$ cat src/include/fan_pkg.sv
// shared constants for the fan operating point and duty ramp block
package fan_pkg;
	// apb geometry
	localparam int ADDR_W = 12;
	localparam int DATA_W = 32;
	localparam int REG_W = 8;
	localparam int IDX_W = 8;
	localparam int IDX_LSB = 2;

	// register indices; byte address is four times the index
	localparam logic [7:0] IDX_DUTY1 = 8'h30;
	localparam logic [7:0] IDX_DUTY2 = 8'h31;
	localparam logic [7:0] IDX_DUTY3 = 8'h32;
	localparam logic [7:0] IDX_DYN_CTRL1 = 8'h36;
	localparam logic [7:0] IDX_PWM_CFG1 = 8'h5C;
	localparam logic [7:0] IDX_PWM_CFG2 = 8'h5D;
	localparam logic [7:0] IDX_PWM_CFG3 = 8'h5E;
	localparam logic [7:0] IDX_RAMP_CTL1 = 8'h62;
	localparam logic [7:0] IDX_RAMP_CTL2 = 8'h63;
	localparam logic [7:0] IDX_OPOINT_R1 = 8'h80;
	localparam logic [7:0] IDX_OPOINT_LOC = 8'h81;
	localparam logic [7:0] IDX_OPOINT_R2 = 8'h82;

	// dynamic control register 1 fields
	localparam int DYN_R2_EN_BIT = 7;
	localparam int DYN_LOC_EN_BIT = 6;
	localparam int DYN_R1_EN_BIT = 5;
	localparam int CAP_R2_EN_BIT = 4;
	localparam int CAP_LOC_EN_BIT = 3;
	localparam int CAP_R1_EN_BIT = 2;

	// acoustic and pwm configuration register fields
	localparam int SEL_W = 3;
	localparam int RAMP1_SEL1_LSB = 0;
	localparam int RAMP1_EN1_BIT = 3;
	localparam int RAMP2_SEL3_LSB = 0;
	localparam int RAMP2_EN3_BIT = 3;
	localparam int RAMP2_SEL2_LSB = 4;
	localparam int RAMP2_EN2_BIT = 7;
	localparam int PWM_CFG_SLOW_BIT = 3;

	// reset values
	localparam logic [7:0] DYN_CTRL1_RST = 8'h00;
	localparam logic [7:0] RAMP_CTL1_RST = 8'h00;
	localparam logic [7:0] RAMP_CTL2_RST = 8'h00;
	localparam logic [7:0] PWM_CFG_RST = 8'h00;
	localparam logic [7:0] OPOINT_RST = 8'h00;
	localparam logic [7:0] DUTY_RST = 8'h00;

	// duty period of 255 slots, counter runs 0..254
	localparam logic [7:0] DUTY_MAX = 8'hFF;
	localparam logic [7:0] SLOT_LAST = 8'hFE;
	localparam int SLOW_FACTOR = 4;

	// ramp step in slots for each selector code 000..111
	localparam logic [7:0] STEP_TABLE [8] = '{
		8'h01, 8'h02, 8'h03, 8'h05, 8'h08, 8'h0C, 8'h18, 8'h30
	};
endpackage : fan_pkg

$ cat src/fan_opoint_ramp.sv
// top: operating point capture, dynamic enables and fan duty ramping
//
// Function
// RULE1: alert copies remote 2 temp when enabled
// RULE2: alert copies local temp when enabled
// RULE3: alert copies remote 1 temp when enabled
// RULE4: processor pulls alert low on thermal trip
// RULE5: bit 7 enables remote 2 dynamic minimum
// RULE6: bit 6 enables local dynamic minimum
// RULE7: bit 5 enables remote 1 dynamic minimum
// RULE8: cleared enable leaves minimum temperature alone
// RULE9: set enable lets minimum track zone
// RULE10: acoustic reg 1 bit 3 ramps output 1
// RULE11: acoustic reg 2 bit 7 ramps output 2
// RULE12: acoustic reg 2 bit 3 ramps output 3
// RULE13: drive period is 255 equal slots
// RULE14: step is 1,2,3,5,8,12,24,48 slots
// RULE15: ramping computes new target each update
// RULE16: target above previous adds one step
// RULE17: target below previous subtracts one step
// RULE18: stepped result becomes next previous duty
// RULE19: each output ramps on its own
// RULE20: no ramping applies target at once
// RULE21: three bit codes map to step sizes
// RULE22: slow bit divides ramp rate by four
// RULE23: equal target holds, duty stays 0..255
//
// Added by the designer: register access over APB.
`timescale 1ns/1ps
module fan_opoint_ramp #(
	parameter int SLOW_DIV = fan_pkg::SLOW_FACTOR
) (
	input wire logic mclk,
	input wire logic resetn,
	input wire logic psel,
	input wire logic penable,
	input wire logic pwrite,
	input wire logic [fan_pkg::ADDR_W-1:0] paddr,
	input wire logic [fan_pkg::DATA_W-1:0] pwdata,
	output logic [fan_pkg::DATA_W-1:0] prdata,
	output logic pready,
	output logic pslverr,
	input wire logic thermalAlertN,
	input wire logic [7:0] tempRemote1,
	input wire logic [7:0] tempLocal,
	input wire logic [7:0] tempRemote2,
	input wire logic [7:0] targetDuty1,
	input wire logic [7:0] targetDuty2,
	input wire logic [7:0] targetDuty3,
	input wire logic dutyUpdate1,
	input wire logic dutyUpdate2,
	input wire logic dutyUpdate3,
	output logic [7:0] opointRemote1,
	output logic [7:0] opointLocal,
	output logic [7:0] opointRemote2,
	output logic dynMinEnRemote1,
	output logic dynMinEnLocal,
	output logic dynMinEnRemote2,
	output logic [7:0] fanDuty1,
	output logic [7:0] fanDuty2,
	output logic [7:0] fanDuty3,
	output logic fanDrive1,
	output logic fanDrive2,
	output logic fanDrive3
);
	// refuse slow divider values the update counters cannot hold
	generate
		if (SLOW_DIV < 2 || SLOW_DIV > 256) begin : badSlowDiv
			$error("fan_opoint_ramp: SLOW_DIV must be 2..256");
		end
	endgenerate

	// software visible configuration
	logic [7:0] dynCtrl;
	logic [7:0] rampCtl1;
	logic [7:0] rampCtl2;
	logic [7:0] pwmCfg [3];
	logic [7:0] next_dynCtrl;
	logic [7:0] next_rampCtl1;
	logic [7:0] next_rampCtl2;
	logic [7:0] next_pwmCfg [3];

	// apb answer state
	logic [fan_pkg::DATA_W-1:0] next_prdata;
	logic next_pready;
	logic next_pslverr;

	// alert edge and enables state
	logic alertPrev;
	logic next_alertPrev;
	logic alertAssert;
	logic next_dynR1;
	logic next_dynLoc;
	logic next_dynR2;

	// decode helpers
	logic [fan_pkg::IDX_W-1:0] regIdx;
	logic addrOk;
	logic hit;
	logic [7:0] rdByte;
	logic setup;
	logic access;
	logic wrStb;
	logic [7:0] wrByte;

	// per channel views
	logic [7:0] tempCh [3];
	logic [7:0] opointCh [3];
	logic capEnCh [3];
	logic opWrCh [3];
	logic [7:0] opIdxCh [3];
	logic [7:0] targetCh [3];
	logic updCh [3];
	logic rampEnCh [3];
	logic [2:0] selCh [3];
	logic slowCh [3];
	logic [7:0] dutyCh [3];
	logic driveCh [3];

	// shared slot counter for the 255 slot period
	logic [7:0] slotCount;
	logic [7:0] next_slotCount;

	// channel order: 0 remote 1, 1 local, 2 remote 2
	assign tempCh[0] = tempRemote1;
	assign tempCh[1] = tempLocal;
	assign tempCh[2] = tempRemote2;
	assign opIdxCh[0] = fan_pkg::IDX_OPOINT_R1;
	assign opIdxCh[1] = fan_pkg::IDX_OPOINT_LOC;
	assign opIdxCh[2] = fan_pkg::IDX_OPOINT_R2;
	assign capEnCh[0] = dynCtrl[fan_pkg::CAP_R1_EN_BIT];
	assign capEnCh[1] = dynCtrl[fan_pkg::CAP_LOC_EN_BIT];
	assign capEnCh[2] = dynCtrl[fan_pkg::CAP_R2_EN_BIT];

	// fan outputs in order 1, 2, 3
	assign targetCh[0] = targetDuty1;
	assign targetCh[1] = targetDuty2;
	assign targetCh[2] = targetDuty3;
	assign updCh[0] = dutyUpdate1;
	assign updCh[1] = dutyUpdate2;
	assign updCh[2] = dutyUpdate3;
	assign rampEnCh[0] = rampCtl1[fan_pkg::RAMP1_EN1_BIT]; // RULE10
	assign rampEnCh[1] = rampCtl2[fan_pkg::RAMP2_EN2_BIT]; // RULE11
	assign rampEnCh[2] = rampCtl2[fan_pkg::RAMP2_EN3_BIT]; // RULE12
	// step size codes per output
	// RULE21
	assign selCh[0] = rampCtl1[fan_pkg::RAMP1_SEL1_LSB +: fan_pkg::SEL_W];
	assign selCh[1] = rampCtl2[fan_pkg::RAMP2_SEL2_LSB +: fan_pkg::SEL_W];
	assign selCh[2] = rampCtl2[fan_pkg::RAMP2_SEL3_LSB +: fan_pkg::SEL_W];

	// alert is active low; act once on its falling edge
	always_comb begin
		next_alertPrev = thermalAlertN;
		alertAssert = alertPrev && !thermalAlertN; // RULE4
	end

	// alert level memory idles high so reset makes no false edge
	always_ff @(posedge mclk) begin
		if (!resetn) begin
			alertPrev <= 1'b1;
		end else begin
			alertPrev <= next_alertPrev;
		end
	end

	// apb address decode and read mux
	always_comb begin
		regIdx = paddr[fan_pkg::IDX_LSB +: fan_pkg::IDX_W];
		addrOk = (paddr[1:0] == 2'b00) &&
			(paddr[fan_pkg::ADDR_W-1:fan_pkg::IDX_LSB+fan_pkg::IDX_W] == '0);
		hit = addrOk;
		rdByte = 8'h00;
		case (regIdx)
			fan_pkg::IDX_DUTY1: rdByte = dutyCh[0];
			fan_pkg::IDX_DUTY2: rdByte = dutyCh[1];
			fan_pkg::IDX_DUTY3: rdByte = dutyCh[2];
			fan_pkg::IDX_DYN_CTRL1: rdByte = dynCtrl;
			fan_pkg::IDX_PWM_CFG1: rdByte = pwmCfg[0];
			fan_pkg::IDX_PWM_CFG2: rdByte = pwmCfg[1];
			fan_pkg::IDX_PWM_CFG3: rdByte = pwmCfg[2];
			fan_pkg::IDX_RAMP_CTL1: rdByte = rampCtl1;
			fan_pkg::IDX_RAMP_CTL2: rdByte = rampCtl2;
			fan_pkg::IDX_OPOINT_R1: rdByte = opointCh[0];
			fan_pkg::IDX_OPOINT_LOC: rdByte = opointCh[1];
			fan_pkg::IDX_OPOINT_R2: rdByte = opointCh[2];
			default: hit = 1'b0;
		endcase
	end

	// zero wait answer: pready rises in the first access cycle
	always_comb begin
		setup = psel && !penable;
		access = psel && penable && pready;
		wrStb = access && pwrite && !pslverr;
		wrByte = pwdata[7:0];
		next_pready = setup;
		next_pslverr = setup && !hit;
		next_prdata = prdata;
		if (setup) begin
			next_prdata = (hit && !pwrite) ?
				{24'h00_0000, rdByte} : 32'h0000_0000;
		end
	end

	// answer registers: pready and pslverr stand for one cycle
	always_ff @(posedge mclk) begin
		if (!resetn) begin
			prdata <= 32'h0000_0000;
			pready <= 1'b0;
			pslverr <= 1'b0;
		end else begin
			prdata <= next_prdata;
			pready <= next_pready;
			pslverr <= next_pslverr;
		end
	end

	// configuration registers written at the access edge
	always_comb begin
		next_dynCtrl = dynCtrl;
		next_rampCtl1 = rampCtl1;
		next_rampCtl2 = rampCtl2;
		for (int i = 0; i < 3; i++) begin
			next_pwmCfg[i] = pwmCfg[i];
		end
		if (wrStb) begin
			case (regIdx)
				fan_pkg::IDX_DYN_CTRL1: next_dynCtrl = wrByte;
				fan_pkg::IDX_RAMP_CTL1: next_rampCtl1 = wrByte;
				fan_pkg::IDX_RAMP_CTL2: next_rampCtl2 = wrByte;
				fan_pkg::IDX_PWM_CFG1: next_pwmCfg[0] = wrByte;
				fan_pkg::IDX_PWM_CFG2: next_pwmCfg[1] = wrByte;
				fan_pkg::IDX_PWM_CFG3: next_pwmCfg[2] = wrByte;
				default: next_dynCtrl = dynCtrl;
			endcase
		end
	end

	// configuration registers, cleared by reset
	always_ff @(posedge mclk) begin
		if (!resetn) begin
			dynCtrl <= fan_pkg::DYN_CTRL1_RST;
			rampCtl1 <= fan_pkg::RAMP_CTL1_RST;
			rampCtl2 <= fan_pkg::RAMP_CTL2_RST;
			for (int i = 0; i < 3; i++) begin
				pwmCfg[i] <= fan_pkg::PWM_CFG_RST;
			end
		end else begin
			dynCtrl <= next_dynCtrl;
			rampCtl1 <= next_rampCtl1;
			rampCtl2 <= next_rampCtl2;
			for (int i = 0; i < 3; i++) begin
				pwmCfg[i] <= next_pwmCfg[i];
			end
		end
	end

	// dynamic minimum enables handed to the adjustment loop
	always_comb begin
		next_dynR1 = dynCtrl[fan_pkg::DYN_R1_EN_BIT]; // RULE7 RULE8 RULE9
		next_dynLoc = dynCtrl[fan_pkg::DYN_LOC_EN_BIT]; // RULE6 RULE8 RULE9
		next_dynR2 = dynCtrl[fan_pkg::DYN_R2_EN_BIT]; // RULE5 RULE8 RULE9
	end

	// enables leave the block through flip-flops
	always_ff @(posedge mclk) begin
		if (!resetn) begin
			dynMinEnRemote1 <= 1'b0;
			dynMinEnLocal <= 1'b0;
			dynMinEnRemote2 <= 1'b0;
		end else begin
			dynMinEnRemote1 <= next_dynR1;
			dynMinEnLocal <= next_dynLoc;
			dynMinEnRemote2 <= next_dynR2;
		end
	end

	// slot counter wraps after 255 slots
	always_comb begin
		next_slotCount = (slotCount == fan_pkg::SLOT_LAST) ?
			8'h00 : slotCount + 8'h01; // RULE13
	end

	// slot counter register shared by all outputs
	always_ff @(posedge mclk) begin
		if (!resetn) begin
			slotCount <= 8'h00;
		end else begin
			slotCount <= next_slotCount;
		end
	end

	// one capture register and one ramp limiter per channel
	generate
		for (genvar g = 0; g < 3; g++) begin : chan
			// software write strobe and slow bit for this channel
			assign opWrCh[g] = wrStb && (regIdx == opIdxCh[g]);
			assign slowCh[g] = pwmCfg[g][fan_pkg::PWM_CFG_SLOW_BIT];

			// operating point register for this channel
			fan_opoint_capture capture (
				.mclk(mclk),
				.resetn(resetn),
				.captureEn(capEnCh[g]),
				.alertAssert(alertAssert),
				.curTemp(tempCh[g]),
				.wrEn(opWrCh[g]),
				.wrData(wrByte),
				.opoint(opointCh[g])
			);

			// each output has its own ramp state
			fan_duty_ramp #(
				.SLOW_DIV(SLOW_DIV)
			) ramp (
				.mclk(mclk),
				.resetn(resetn),
				.rampEn(rampEnCh[g]),
				.stepSel(selCh[g]),
				.slowEn(slowCh[g]),
				.updateStb(updCh[g]),
				.targetDuty(targetCh[g]),
				.slotCount(slotCount),
				.duty(dutyCh[g]),
				.fanDrive(driveCh[g])
			); // RULE19
		end
	endgenerate

	// outputs straight from the channel flip-flops
	assign opointRemote1 = opointCh[0];
	assign opointLocal = opointCh[1];
	assign opointRemote2 = opointCh[2];
	assign fanDuty1 = dutyCh[0];
	assign fanDuty2 = dutyCh[1];
	assign fanDuty3 = dutyCh[2];
	assign fanDrive1 = driveCh[0];
	assign fanDrive2 = driveCh[1];
	assign fanDrive3 = driveCh[2];
endmodule : fan_opoint_ramp

$ cat src/fan_opoint_capture.sv
// one operating point register, loaded by software or by a thermal alert
`timescale 1ns/1ps
module fan_opoint_capture (
	input wire logic mclk,
	input wire logic resetn,
	input wire logic captureEn,
	input wire logic alertAssert,
	input wire logic [7:0] curTemp,
	input wire logic wrEn,
	input wire logic [7:0] wrData,
	output logic [7:0] opoint
);
	logic [7:0] next_opoint;

	// capture beats a software write in the same cycle
	always_comb begin
		next_opoint = opoint;
		if (wrEn) begin
			next_opoint = wrData;
		end
		if (captureEn && alertAssert) begin
			next_opoint = curTemp; // RULE1 RULE2 RULE3
		end
	end

	always_ff @(posedge mclk) begin
		if (!resetn) begin
			opoint <= fan_pkg::OPOINT_RST;
		end else begin
			opoint <= next_opoint;
		end
	end
endmodule : fan_opoint_capture

$ cat src/fan_duty_ramp.sv
// per output duty ramp limiter and slot comparator
`timescale 1ns/1ps
module fan_duty_ramp #(
	parameter int SLOW_DIV = fan_pkg::SLOW_FACTOR
) (
	input wire logic mclk,
	input wire logic resetn,
	input wire logic rampEn,
	input wire logic [2:0] stepSel,
	input wire logic slowEn,
	input wire logic updateStb,
	input wire logic [7:0] targetDuty,
	input wire logic [7:0] slotCount,
	output logic [7:0] duty,
	output logic fanDrive
);
	localparam int CW = (SLOW_DIV > 1) ? $clog2(SLOW_DIV) : 1;
	localparam logic [CW-1:0] SLOW_LAST = CW'(SLOW_DIV - 1);

	generate
		if (SLOW_DIV < 2 || SLOW_DIV > 256) begin : badSlowDiv
			$error("fan_duty_ramp: SLOW_DIV must be 2..256");
		end
	endgenerate

	logic [CW-1:0] slowCnt;
	logic [CW-1:0] next_slowCnt;
	logic [7:0] next_duty;
	logic next_fanDrive;
	logic [7:0] step;
	logic [8:0] upSum;
	logic applyStep;

	// ramp decision on each duty update
	always_comb begin
		step = fan_pkg::STEP_TABLE[stepSel]; // RULE14 RULE21
		upSum = {1'b0, duty} + {1'b0, step};
		applyStep = !slowEn || (slowCnt == SLOW_LAST); // RULE22
		next_slowCnt = slowCnt;
		next_duty = duty;
		if (updateStb) begin
			if (!rampEn) begin
				next_duty = targetDuty; // RULE20
			end else begin
				if (slowEn) begin
					next_slowCnt = applyStep ? '0 : slowCnt + 1'b1;
				end
				if (applyStep) begin
					if (targetDuty > duty) begin
						// RULE15 RULE16 RULE23
						next_duty = upSum[8] ? fan_pkg::DUTY_MAX : upSum[7:0];
					end else if (targetDuty < duty) begin
						// RULE17 RULE23
						next_duty = (duty < step) ? 8'h00 : duty - step;
					end
				end
			end
		end
		// high for duty slots out of 255
		next_fanDrive = (slotCount < duty); // RULE13
	end

	// duty is kept as the previous value for the next compare
	always_ff @(posedge mclk) begin
		if (!resetn) begin
			duty <= fan_pkg::DUTY_RST;
			slowCnt <= '0;
			fanDrive <= 1'b0;
		end else begin
			duty <= next_duty; // RULE18
			slowCnt <= next_slowCnt;
			fanDrive <= next_fanDrive;
		end
	end
endmodule : fan_duty_ramp

$ cat config.mk
export PLATFORM = sky130hd
export DESIGN_NAME = fan_opoint_ramp
export DESIGN_NICKNAME = d
export VERILOG_FILES = /design/src/include/fan_pkg.sv /design/src/fan_opoint_ramp.sv /design/src/fan_opoint_capture.sv /design/src/fan_duty_ramp.sv
export SDC_FILE = /design/constraint.sdc
export NUM_CORES = 1
export LEC_CHECK = 0
export BUFFER_PORTS_ARGS = -buffer_cell sky130_fd_sc_hd__buf_2
export CORE_MARGIN = 2
export CORE_UTILIZATION = 40
export CTS_CLUSTER_DIAMETER = 50
export CTS_CLUSTER_SIZE = 12
export DETAILED_ROUTE_END_ITERATION = 8
export HOLD_SLACK_MARGIN = 0.1
export PLACE_DENSITY_LB_ADDON = 0.2
export SYNTH_ARGS = -nofsm -noshare
export SYNTH_HDL_FRONTEND = slang
export SYNTH_HIERARCHICAL = 1
export SYNTH_SLANG_ARGS = --single-unit
$ cat constraint.sdc
create_clock -name mclk -period 8.1 [get_ports mclk]
set_input_delay 0 -clock mclk [delete_from_list [all_inputs] [get_ports mclk]]
set_output_delay 0 -clock mclk [all_outputs]
set_load 0.05 [all_outputs]
==> flow_metrics.py <==
metrics = {
    "status": {
        "run_status": "finished clean",
    },
    "timing": {
        "fin_hold_ws_ps": 140,
        "worst_slew_margin_rel_pct": 21.6,
        "post-route-period-util_pct": 42.4,
        "worst-slew-pin-transition_ps": 1170,
        "setup-tns-final_ps": 0,
        "timing.final.hold_violations": 0,
        "final.min_clock_period_ps": 3440,
        "final.setup_skew_ps": 15.9,
        "timing_max_transition_violations_final": 0,
        "max_freq_ghz": 0.291,
        "rsz0062_at_grt": "no",
        "setup_violations": 0,
    },
    "power_and_ir_drop": {
        "power_per_cell_area_nw_per_um2": 149,
        "peakVddDrop_v": 0.000106,
        "power_leakage_nw": 5.57,
    },
    "cts": {
        "cts-buffers-inserted": 17,
        "postCtsSetupBuffers": 0,
        "cts_sinks": 127,
        "clkSlewWorstSetupHoldPaths_ps": 80,
        "worst_skew_late_latency_ps": 440,
        "tritoncts": "built",
        "ctsResizeCount": 0,
        "ctsRootBufferMaster": "clkbuf_16",
        "clock_path_buffers": 2,
        "cts-htree-levels": 4,
    },
    "grt": {
        "global_route_wire_length_before_repair_um": 49200,
        "first_global_vias": 8768,
        "track_usage_pct": 23.9,
        "antenna_found_initial": 0,
        "grt_remaining_overflow": 0,
        "grt_start_max_net_pins": 53,
    },
    "floorplan": {
        "io-pin-count": 189,
        "die_area_um2": 26500,
        "die_x_um": 163,
        "initial_core_util_pct": 40.5,
        "die_h_um": 163,
        "core_footprint_um2": 25000,
        "row_count": 58,
    },
    "cells_and_area": {
        "fin_area_um2": 12100,
        "area.sequential_um2": 2540,
        "layout_stage_area_growth_over_the_synthesis_result_pct": 19.7,
        "layout.cells.most_common": "buf_2",
        "drive_above_1_share_pct": 18.3,
        "nets": 1544,
        "most-common-layout-cells": "buf_2, dfxtp_1, ha_1",
        "antenna_cells": 0,
        "multi_input_area_um2": 6890,
        "filler_cell_count": 2486,
    },
    "logic_synthesis": {
        "synth_area_um2": 10100,
        "asyncSetResetFlopFracSynth_pct": 0,
        "synth.ff_latch_count": 127,
        "synth-warning-count": 6,
        "synth_edf_count": 0,
        "synth_top_flop_cell": "dfxtp_1",
        "synthesis.instances": 1165,
        "yosys.cell_types.count": 84,
        "syn_area_per_cell_um2": 8.67,
        "ys_seq_area_share_pct": 25.2,
    },
    "route": {
        "drt_drc_violations_left": 0,
        "first_iter_violations": 810,
        "route.detailed.vias_per_inst": 5.64,
        "num_vias": 9483,
        "routed_wl_um": 32400,
        "antenna_left": 0,
        "wl_per_cell_um": 19.2,
        "drtPass1Iterations": 5,
    },
    "worst_setup_path": {
        "type_of_the_worst_setup_path": "reg -> reg",
        "worstPathMaxFanout": 11,
        "cp-end-kind": "flip-flop",
        "worst_setup_path_start_kind": "flip-flop",
        "worst-endpoint-required_ps": 8470,
        "cp.arrival_ps": 3810,
    },
    "placed_design": {
        "numPortBuffers": 140,
        "gp_congestion": 0.940,
        "place_area_um2": 10800,
        "placed_wire_length_estimate_after_detailed_placement_um": 23800,
    },
    "job": {
        "count_of_maximum_capacitance_violations": 0,
    },
    "hold_path": {
        "min-delay-path-class": "in -> reg",
    },
}
[flip-flops by register name (all words and copies together) (netlist names), 3 cells and up]
name and flops:
chan.ramp/duty 24, chan.ramp/slowCnt 6, chan.ramp/fanDrive 3, prdata 8, chan.capture/opoint 24, dynCtrl 8
rampCtl2 8, rampCtl1 8, pwmCfg 24, slotCount 8
[stage by stage]
step / cells / util (%) / worst slack (ps) / total power [W]
floorplan: 1188 / - / 5430 / 0.000921
global placement: 1584 / 43.4 / 5120 / 0.00101
detailed placement: 1584 / 43.4 / 5070 / 0.00101
CTS: 1682 / 48.4 / 4700 / 0.00181
global route: 1682 / 48.4 / 4420 / 0.00187
finish: 1682 / 48.4 / 4660 / 0.00180
[path summary, 6_finish.rpt]
check / cells past startpoint / to / slack (ps) / start
max reg2reg: 9 / chan[1].ramp/duty[2] / 4660 / chan[1].ramp/duty[1]
min reg2reg: 2 / pwmCfg[0][17] / 450 / pwmCfg[0][17]
min: 4 / pready / 140 / penable
max: 9 / chan[1].ramp/duty[2] / 4660 / chan[1].ramp/duty[1]
[final cells by class]
| cell class | instances | share of cell area (%) |
|---|---|---|
| multi-input combinational | 912 | 57.0 |
| sequential | 127 | 21.0 |
| timing repair buffer | 210 | 11.5 |
| clock buffer | 17 | 3.52 |
| tap | 330 | 3.41 |
| inverter | 71 | 2.20 |
| clock inverter | 15 | 1.39 |
[worst max-delay path, cell delays in order, from the launching register on]
cell	delay (ps)
dfxtp_1	540
inv_1	220
ha_1	330
nor2b_1	130
o211ai_1	210
nand3_1	160
a31oi_1	790
o221ai_1	270
dlygate4sd3_1	620
a21oi_1	100
[kinds of logic (layout without fill, tap and decap cells)]
logic type               after synthesis  after routing  synth area share (%)
flip-flops                           127            127                  25.2
AND/OR/NAND/NOR                      386            386                  21.1
other                                  1             24                0.0371
multiplexers                          90             90                  10.2
adder cells (fa/ha/maj)              104            104                  13.3
AO/OA/AOI/OAI                        293            293                  21.4
buffers and inverters                149            313                  7.52
XOR/XNOR                              15             15                  1.30
[where the power goes]
part | switching, W | leakage, nW | internal [W]
sequential | 0.0000252 | 1.03 | 0.000636
clock | 0.000362 | 0.288 | 0.000414
combinational | 0.000231 | 4.25 | 0.000132
[cells in the mapped netlist (all sizes together), types with 7 or more instances]
cell / number / share of area [%]
dfxtp: 127 / 25
nor2: 99 / 3.8
ha: 98 / 12
nand2: 76 / 2.8
inv: 68 / 2.5
buf: 64 / 4.4
mux2i: 58 / 5.7
a21oi: 57 / 2.8
o21ai: 49 / 2.4
mux2: 32 / 4.5
nor2b: 31 / 2.0
o211a: 28 / 2.8
nand3b: 27 / 2.0
nor3: 27 / 1.5
nand3: 23 / 1.1
a22oi: 22 / 1.6
and2: 15 / 1.0
clkbuf: 14 / 0.52
nor4: 14 / 1.3
a31oi: 13 / 0.81
or2: 12 / 0.74
nand4: 10 / 0.62
o22ai: 10 / 0.62
nand2b: 9 / 0.56
o221ai: 9 / 0.78
or3: 9 / 0.56
xor2: 9 / 0.78
a211oi: 8 / 0.59
nor3b: 8 / 0.69
o21a: 7 / 0.52
o2bb2ai: 7 / 0.61
[metal layers]
layer | wire (um) | global-route usage (%) | part of all wire (%)
met2 | 14600 | 37.7 | 45
met4 | 789 | 7.76 | 2.4
met5 | 0 | 0 | 0
met3 | 1880 | 3.92 | 5.8
met1 | 15100 | 33.2 | 47
[timing repair]
action                                 in CTS  in global routing
hold buffers                               66                  0
setup endpoints to repair                   0                  0
endpoints found under the hold margin     112                  0
(Power assumes the default switching activity.)
